### src/inc/etr_pkg.sv
// package of constants for the edge toggle data recovery block
// How it works
// [RQ1] detector idles high, pulses low per transition
// [RQ2] toggle register flips on detector falling edge
// [RQ3] transmit forces true low, complement high
// [RQ4] inverted enable holds register clear while driving
// [RQ5] controller enables receiver to release clear
// [RQ6] line driver only transmits; reception via detector
// [RQ7] plain serial data, no framing or coding
// [RQ8] receiver picks true or complement by ordering
`default_nettype none
package etr_pkg;
  localparam int          ETR_FIFO_WIDTH = 2;      // true and complement pair
  localparam int          ETR_FIFO_DEPTH = 8;      // words buffered
  localparam logic        ETR_DET_IDLE   = 1'h1;   // detector level when idle
  localparam logic        ETR_Q_RESET    = 1'h0;   // true output after clear
  localparam logic [1:0]  ETR_SYNC_RESET = 2'h0;   // synchroniser reset value
  typedef enum logic [1:0] {ETR_TRANSMIT, ETR_RECEIVE} etr_mode_t;
endpackage
`default_nettype wire

### src/inc/etr_stream_if.sv
// interface carrying the recovered data stream into and out of the fifo
`default_nettype none
interface etr_stream_if #(parameter int WIDTH = 2);
  logic             valid;  // word offered
  logic             ready;  // word accepted
  logic [WIDTH-1:0] data;   // word
  modport src  (output valid, output data, input ready);
  modport sink (input valid, input data, output ready);
endinterface
`default_nettype wire

### src/etr_fifo.sv
// small flip-flop fifo with valid and ready on both sides
`default_nettype none
module etr_fifo
  import etr_pkg::*;
#(
  parameter int WIDTH = ETR_FIFO_WIDTH,
  parameter int DEPTH = ETR_FIFO_DEPTH
) (
  input  wire logic clk_in,
  input  wire logic rst_in,
  input  wire logic ce_in,
  etr_stream_if.sink wr,
  etr_stream_if.src  rd
);
  localparam int AW = $clog2(DEPTH);
  logic [WIDTH-1:0] mem [DEPTH];  // storage
  logic [AW-1:0]    wp;           // write index
  logic [AW-1:0]    rp;           // read index
  logic [AW:0]      cnt;          // fill level
  wire              do_wr = wr.valid && wr.ready;
  wire              do_rd = rd.valid && rd.ready;
  assign wr.ready = (cnt != (AW+1)'(DEPTH));
  assign rd.valid = (cnt != '0);
  assign rd.data  = mem[rp];
  //////////////////////////////////////////////////////////////////////
  // storage entries, one per generate slot
  for (genvar i = 0; i < DEPTH; i++) begin : g_ent
    always_ff @(posedge clk_in) begin
      if (ce_in && do_wr && wp == AW'(i)) begin
        mem[i] <= wr.data;
      end
    end
  end
  // pointers and level
  always_ff @(posedge clk_in) begin
    if (rst_in) begin
      wp  <= '0;
      rp  <= '0;
      cnt <= '0;
    end else if (ce_in) begin
      if (do_wr) wp <= (wp == AW'(DEPTH-1)) ? '0 : wp + 1'b1;
      if (do_rd) rp <= (rp == AW'(DEPTH-1)) ? '0 : rp + 1'b1;
      cnt <= cnt + (AW+1)'(do_wr) - (AW+1)'(do_rd);
    end
  end
  // level never passes the depth
  property p_no_overflow;
    @(posedge clk_in) disable iff (rst_in)
      cnt <= (AW+1)'(DEPTH);
  endproperty
  a_no_overflow: assert property (p_no_overflow) else $error("fifo level above depth");
endmodule
`default_nettype wire

### src/etr_top.sv
// receive data recovery: edge detector, toggle register and output fifo
`default_nettype none
module etr_top
  import etr_pkg::*;
(
  input  wire logic CLK_IN,            // 20 MHz clock
  input  wire logic SYS_RST_IN,        // synchronous reset, high
  input  wire logic CE_IN,             // clock enable, freezes all state
  input  wire logic TX_DATA_IN,        // serial data from controller
  input  wire logic DRV_EN_IN,         // shared driver/receiver enable
  input  wire logic BUS_LEVEL_IN,      // sensed bus level, from pin
  input  wire logic RX_READY_IN,       // controller takes recovered word
  output logic      LINE_DATA_OUT,     // data to line driver
  output logic      LINE_DRV_EN_OUT,   // line driver enable
  output logic      EDGE_N_OUT,        // detector output, low on edge
  output logic      RX_Q_OUT,          // recovered true output
  output logic      RX_QN_OUT,         // recovered complement output
  output logic      RX_VALID_OUT,      // recovered word waiting
  output logic      RX_WORD_Q_OUT,     // buffered true output
  output logic      RX_WORD_QN_OUT     // buffered complement output
);
  //////////////////////////////////////////////////////////////////////
  // synchronisers on pin inputs
  logic [1:0] bus_sync;   // bus level stages
  logic [1:0] en_sync;    // enable stages
  logic       bus_prev;   // last synchronised bus level
  logic       edge_n;     // detector state, active low
  logic       edge_n_d;   // detector one cycle back
  logic       q;          // toggle register true output
  etr_mode_t  mode;       // transmit or receive
  wire        bus_s   = bus_sync[1];
  wire        drv_s   = en_sync[1];
  wire        clr     = ~(~drv_s);                 // inverted receive enable clear
  wire        next_edge_n = ~(bus_s ^ bus_prev);   // low for any direction
  wire        fall    = edge_n_d & ~edge_n;         // detector falling edge
  wire        next_q  = clr ? ETR_Q_RESET : (fall ? ~q : q);
  etr_stream_if #(.WIDTH(ETR_FIFO_WIDTH)) s_in ();
  etr_stream_if #(.WIDTH(ETR_FIFO_WIDTH)) s_out ();
  // second stage only reads the first
  always_ff @(posedge CLK_IN) begin
    if (SYS_RST_IN) begin
      bus_sync <= ETR_SYNC_RESET;
      en_sync  <= ETR_SYNC_RESET;
    end else if (CE_IN) begin
      bus_sync <= {bus_sync[0], BUS_LEVEL_IN};
      en_sync  <= {en_sync[0], DRV_EN_IN};
    end
  end
  //////////////////////////////////////////////////////////////////////
  // edge detector, idles high
  always_ff @(posedge CLK_IN) begin
    if (SYS_RST_IN) begin
      bus_prev <= 1'h0;
      edge_n   <= ETR_DET_IDLE;
      edge_n_d <= ETR_DET_IDLE;
    end else if (CE_IN) begin
      bus_prev <= bus_s;
      edge_n   <= next_edge_n;  // see RQ1
      edge_n_d <= edge_n;
    end
  end
  // toggle register, cleared while node drives
  always_ff @(posedge CLK_IN) begin
    if (SYS_RST_IN) begin
      q    <= ETR_Q_RESET;
      mode <= ETR_RECEIVE;
    end else if (CE_IN) begin
      q    <= next_q;  // see RQ2, see RQ3, see RQ4
      mode <= drv_s ? ETR_TRANSMIT : ETR_RECEIVE;  // see RQ5
    end
  end
  //////////////////////////////////////////////////////////////////////
  // fifo feed: push each recovered change while the fifo is not full, only while receiving
  assign s_in.valid = (mode == ETR_RECEIVE) && !clr && fall;
  assign s_in.data  = {~next_q, next_q};
  assign s_out.ready = RX_READY_IN && RX_VALID_OUT;
  etr_fifo #(.WIDTH(ETR_FIFO_WIDTH), .DEPTH(ETR_FIFO_DEPTH)) u_fifo (
    .clk_in (CLK_IN),
    .rst_in (SYS_RST_IN),
    .ce_in  (CE_IN),
    .wr     (s_in),
    .rd     (s_out)
  );
  //////////////////////////////////////////////////////////////////////
  // registered outputs; driver path carries raw data only
  always_ff @(posedge CLK_IN) begin
    if (SYS_RST_IN) begin
      LINE_DATA_OUT   <= 1'h0;
      LINE_DRV_EN_OUT <= 1'h0;
      EDGE_N_OUT      <= ETR_DET_IDLE;
      RX_Q_OUT        <= ETR_Q_RESET;
      RX_QN_OUT       <= ~ETR_Q_RESET;
      RX_VALID_OUT    <= 1'h0;
      RX_WORD_Q_OUT   <= ETR_Q_RESET;
      RX_WORD_QN_OUT  <= ~ETR_Q_RESET;
    end else if (CE_IN) begin
      LINE_DATA_OUT   <= TX_DATA_IN;   // see RQ6, see RQ7
      LINE_DRV_EN_OUT <= DRV_EN_IN;    // see RQ6
      EDGE_N_OUT      <= edge_n;
      RX_Q_OUT        <= q;            // see RQ8
      RX_QN_OUT       <= ~q;
      RX_VALID_OUT    <= s_out.valid && !(s_out.ready && RX_VALID_OUT);
      if (s_out.valid) begin
        RX_WORD_Q_OUT  <= s_out.data[0];
        RX_WORD_QN_OUT <= s_out.data[1];
      end
    end
  end
  //////////////////////////////////////////////////////////////////////
  // checks
  property p_idle_high;
    @(posedge CLK_IN) disable iff (SYS_RST_IN)
      (CE_IN && $stable(bus_s)) |=> edge_n;
  endproperty
  a_idle_high: assert property (p_idle_high) else $error("detector low without edge"); // see RQ1
  property p_edge_low;
    @(posedge CLK_IN) disable iff (SYS_RST_IN)
      (CE_IN && (bus_s != bus_prev)) |=> !edge_n;
  endproperty
  a_edge_low: assert property (p_edge_low) else $error("edge missed"); // see RQ1
  property p_toggle;
    @(posedge CLK_IN) disable iff (SYS_RST_IN)
      (CE_IN && fall && !clr) |=> (q != $past(q));
  endproperty
  a_toggle: assert property (p_toggle) else $error("no toggle on falling edge"); // see RQ2
  property p_hold;
    @(posedge CLK_IN) disable iff (SYS_RST_IN)
      (CE_IN && !fall && !clr) |=> (q == $past(q));
  endproperty
  a_hold: assert property (p_hold) else $error("toggle without edge"); // see RQ2
  property p_clear;
    @(posedge CLK_IN) disable iff (SYS_RST_IN)
      (CE_IN && clr) |=> !q;
  endproperty
  a_clear: assert property (p_clear) else $error("not cleared while driving"); // see RQ4
  property p_clear_out;
    @(posedge CLK_IN) disable iff (SYS_RST_IN)
      (CE_IN && clr) ##1 CE_IN |=> (!RX_Q_OUT && RX_QN_OUT);
  endproperty
  a_clear_out: assert property (p_clear_out) else $error("outputs not in initial state"); // see RQ3
  property p_compl;
    @(posedge CLK_IN) disable iff (SYS_RST_IN)
      RX_Q_OUT != RX_QN_OUT;
  endproperty
  a_compl: assert property (p_compl) else $error("outputs not complementary"); // see RQ8
  property p_passthru;
    @(posedge CLK_IN) disable iff (SYS_RST_IN)
      CE_IN |=> (LINE_DATA_OUT == $past(TX_DATA_IN));
  endproperty
  a_passthru: assert property (p_passthru) else $error("driver data altered"); // see RQ7
  property p_drv_en;
    @(posedge CLK_IN) disable iff (SYS_RST_IN)
      CE_IN |=> (LINE_DRV_EN_OUT == $past(DRV_EN_IN));
  endproperty
  a_drv_en: assert property (p_drv_en) else $error("driver enable altered"); // see RQ6
  c_toggle: cover property (@(posedge CLK_IN) fall && !clr);
  c_release: cover property (@(posedge CLK_IN) clr ##1 !clr);
  c_full: cover property (@(posedge CLK_IN) !s_in.ready);
endmodule
`default_nettype wire

### config.mk
export PLATFORM = sky130hd
export DESIGN_NAME = etr_top
export DESIGN_NICKNAME = d
export VERILOG_FILES = /design/src/inc/etr_pkg.sv /design/src/inc/etr_stream_if.sv /design/src/etr_fifo.sv /design/src/etr_top.sv
export SDC_FILE = /design/constraint.sdc
export NUM_CORES = 1
export LEC_CHECK = 0
export BUFFER_PORTS_ARGS = -buffer_cell sky130_fd_sc_hd__buf_2
export CAP_MARGIN = 20
export CORE_ASPECT_RATIO = 0.6
export CORE_MARGIN = 8
export CORE_UTILIZATION = 58
export DETAILED_ROUTE_END_ITERATION = 10
export PLACE_DENSITY_LB_ADDON = 0.15
export SYNTH_ARGS = -nofsm -noshare
export SYNTH_HDL_FRONTEND = slang
export SYNTH_SLANG_ARGS = --single-unit
### constraint.sdc
create_clock -name CLK_IN -period 2.8 [get_ports CLK_IN]
set_clock_uncertainty 0.2 [all_clocks]
set_input_delay 0.56 -clock CLK_IN [delete_from_list [all_inputs] [get_ports CLK_IN]]
set_output_delay 0.56 -clock CLK_IN [all_outputs]
set_load 0.02 [all_outputs]
==> impl_metrics.tcl <==
set metrics [dict create \
    drive_above_1_share_pct 15.2 \
    setup_viol 0 \
    fin_crit_ps 2370 \
    endpoint_kind "flip-flop" \
    cp.required_ps 2770 \
    clock_path_buffers 2 \
    firstDrtPassIters 4 \
    drc 0 \
    die_w_um 90.8 \
    die_height_um 60.9 \
    area_growth_pct 10.1 \
    holdWs_ps 273 \
    drtAntennaViolNets 0 \
    crit_chain "inv_1, ha_1, a211oi_1, ha_1, inv_1, fa_1, xor2_1, nor2_1, a21oi_1, nor2_1" \
    finalPower_mw 1.27 \
    syn-instance-count 176 \
    ys_seq_area_share_pct 50.3 \
    synth_top_cell_by_area "dfxtp_1" \
    via_per_inst 5.36 \
    post-cts-setup-buffer-count 0 \
    place_area_um2 2040 \
    antenna_found_initial 0 \
    cp_num_cells 10 \
    final_common_cell "dfxtp_1" \
    status "completed" \
    p_per_area_nw_per_um2 593 \
    syn-mean-instance-area_um2 11.1 \
    cts_resized 0 \
    cts_root_buf "clkbuf_8" \
    synth-seq-cells 41 \
    synth_area_um2 1950 \
    ioPinCount 15 \
    worstSetupStartpointType "flip-flop" \
    synth.distinct_cells 39 \
    final_util_pct 66.2 \
    yosys.area.top_type_share_pct 25.7 \
    grt_pass1_wl_um 6100 \
    path_clk_slew_ps 80 \
    crit_fanout 3 \
    relSlewSlack_pct 64.9 \
    mostFrequentLayoutCells "dfxtp_1, nor2_1, edfxtp_1, mux2i_1" \
    clk-insertion-delay-late_ps 290 \
    fin_crit_sh_pct 84.7 \
    grt_max_degree 27 \
    grt_pass1_vias 1333 \
    min_path_type "flip-flop to flip-flop" \
    diodes 0 \
    yosys-top-cells-area "dfxtp_1, edfxtp_1, ha_1" \
    worst_slew_pin_slew_ps 525 \
    crit_type "flip-flop to flip-flop" \
    wl_um 3460 \
    cp_slowest_cell "fa_1" \
    nets 212 \
    cts_max_level 2 \
    fillerInstances 276 \
    reg2regPathDepth 10 \
    cts_tree "built" \
    hpwl_um 2560 \
    synthFlopType "dfxtp_1" \
    p_leak_nw 0.866 \
    core_area_um2 3240 \
    initial_core_util_pct 60.1 \
    route.vias.total 1265 \
    path_delay_family "adder cells" \
    wl_per_cell_um 14.6 \
    drv_slew 0 \
    fmax_mhz 422 \
    yosysWarnings 0 \
    gr-usage-all-layers_pct 14.1 \
    drtIter0Drc 44 \
    rsz0062_at_grt "false" \
    setup_tns_ps 0 \
    cts_buffers 5 \
    slowest_delay_ps 380 \
    gp_congestion 0.811 \
    peakVddDrop_v 0.000252 \
    cts.sinks 41 \
    die_area_um2 5530 \
    postSynth.asyncResetShare_pct 0 \
    synthesis.nets 198 \
    hold_path_depth 2 \
    stdcell_area_um2 2150 \
    critical_path_arrival_ps 2340 \
    cts_hold_buf 0 \
    synth-edff-count 16 \
    rows 16 \
    crit_buf_inv 2 \
    grt_remaining_overflow 0 \
    hold_viol 0 \
    cap_violations 0 \
    portBuffers 14 \
]
==> state kept, by name, indices dropped and copies added, names as in the netlist, 2 cells and up <==
| register | count |
|---|---|
| bus_sync | 2 |
| en_sync | 2 |
| u_fifo.cnt | 4 |
| u_fifo.mem | 16 |
| u_fifo.rp | 3 |
| u_fifo.wp | 3 |
==> synthesized netlist by cell type (all sizes together) (2+ instances only) <==
cell and instances:
a211o 3, edfxtp 16, mux2 2, dfxtp 25, xor2 3, and2 8
inv 14, or3 2, a211oi 4, nand3 2, nand2b 5, o21ai 2
nor2 21, and3 2, clkbuf 4, a21oi 6, nand2 8, buf 4
ha 14, mux2i 15, nor2b 3
==> tightest hold or removal path: cells and delay by family (launching register included) <==
kind,cells,cell delay [ps]
AO/OA/AOI/OAI,1,70
flip-flops,1,310
buffers and inverters,1,40
==> report_power, final <==
part / leakage [nW] / switching (mW) / internal, mW
sequential: 0.347 / 0.0167 / 0.643
clock: 0.0528 / 0.198 / 0.263
combinational: 0.466 / 0.0887 / 0.0614
==> stage by stage <==
step | cells | worst slack (ps)
CTS | 236 | 414
finish | 236 | 429
detailed placement | 228 | 401
global placement | 228 | 423
global route | 236 | 238
floorplan | 176 | 568
==> final timing paths <==
check                startpoint             to  slack (ps)
setup / recovery  u_fifo.cnt[2]  u_fifo.cnt[2]         430
hold / removal    RX_WORD_Q_OUT  RX_WORD_Q_OUT         270
setup reg to reg  u_fifo.cnt[2]  u_fifo.cnt[2]         430
hold reg to reg   RX_WORD_Q_OUT  RX_WORD_Q_OUT         270
==> per-layer routing <==
| layer | routed length [um] | vias to the layer above | global-route usage (%) |
|---|---|---|---|
| li1 | - | 634 | - |
| met1 | 1620 | 602 | 16.9 |
| met2 | 1610 | 24 | 23.2 |
| met3 | 180 | 5 | 4.81 |
| met4 | 40 | 0 | 5.77 |
| met5 | 0 | - | 0 |
==> layout make-up <==
| type | instances | area [um2] | share of cell area (%) |
|---|---|---|---|
| clock buffer | 6 | 72.6 | 3.38 |
| clock inverter | 2 | 33.8 | 1.57 |
| inverter | 14 | 52.6 | 2.45 |
| multi-input combinational | 113 | 872 | 40.6 |
| sequential | 41 | 981 | 45.7 |
| tap | 45 | 56.3 | 2.62 |
| timing repair buffer | 15 | 77.6 | 3.62 |
==> cell families (layout without fill, tap and decap cells) <==
group	after synthesis	in the layout	share of synthesized area, %
AND/OR/NAND/NOR	53	53	13.7
buffers and inverters	22	37	4.94
flip-flops	41	41	50.3
adder cells (fa/ha/maj)	15	15	10.0
multiplexers	18	18	10.0
XOR/XNOR	4	4	1.80
AO/OA/AOI/OAI	23	23	9.18
No activity file was read; power rests on OpenSTA's default activity.
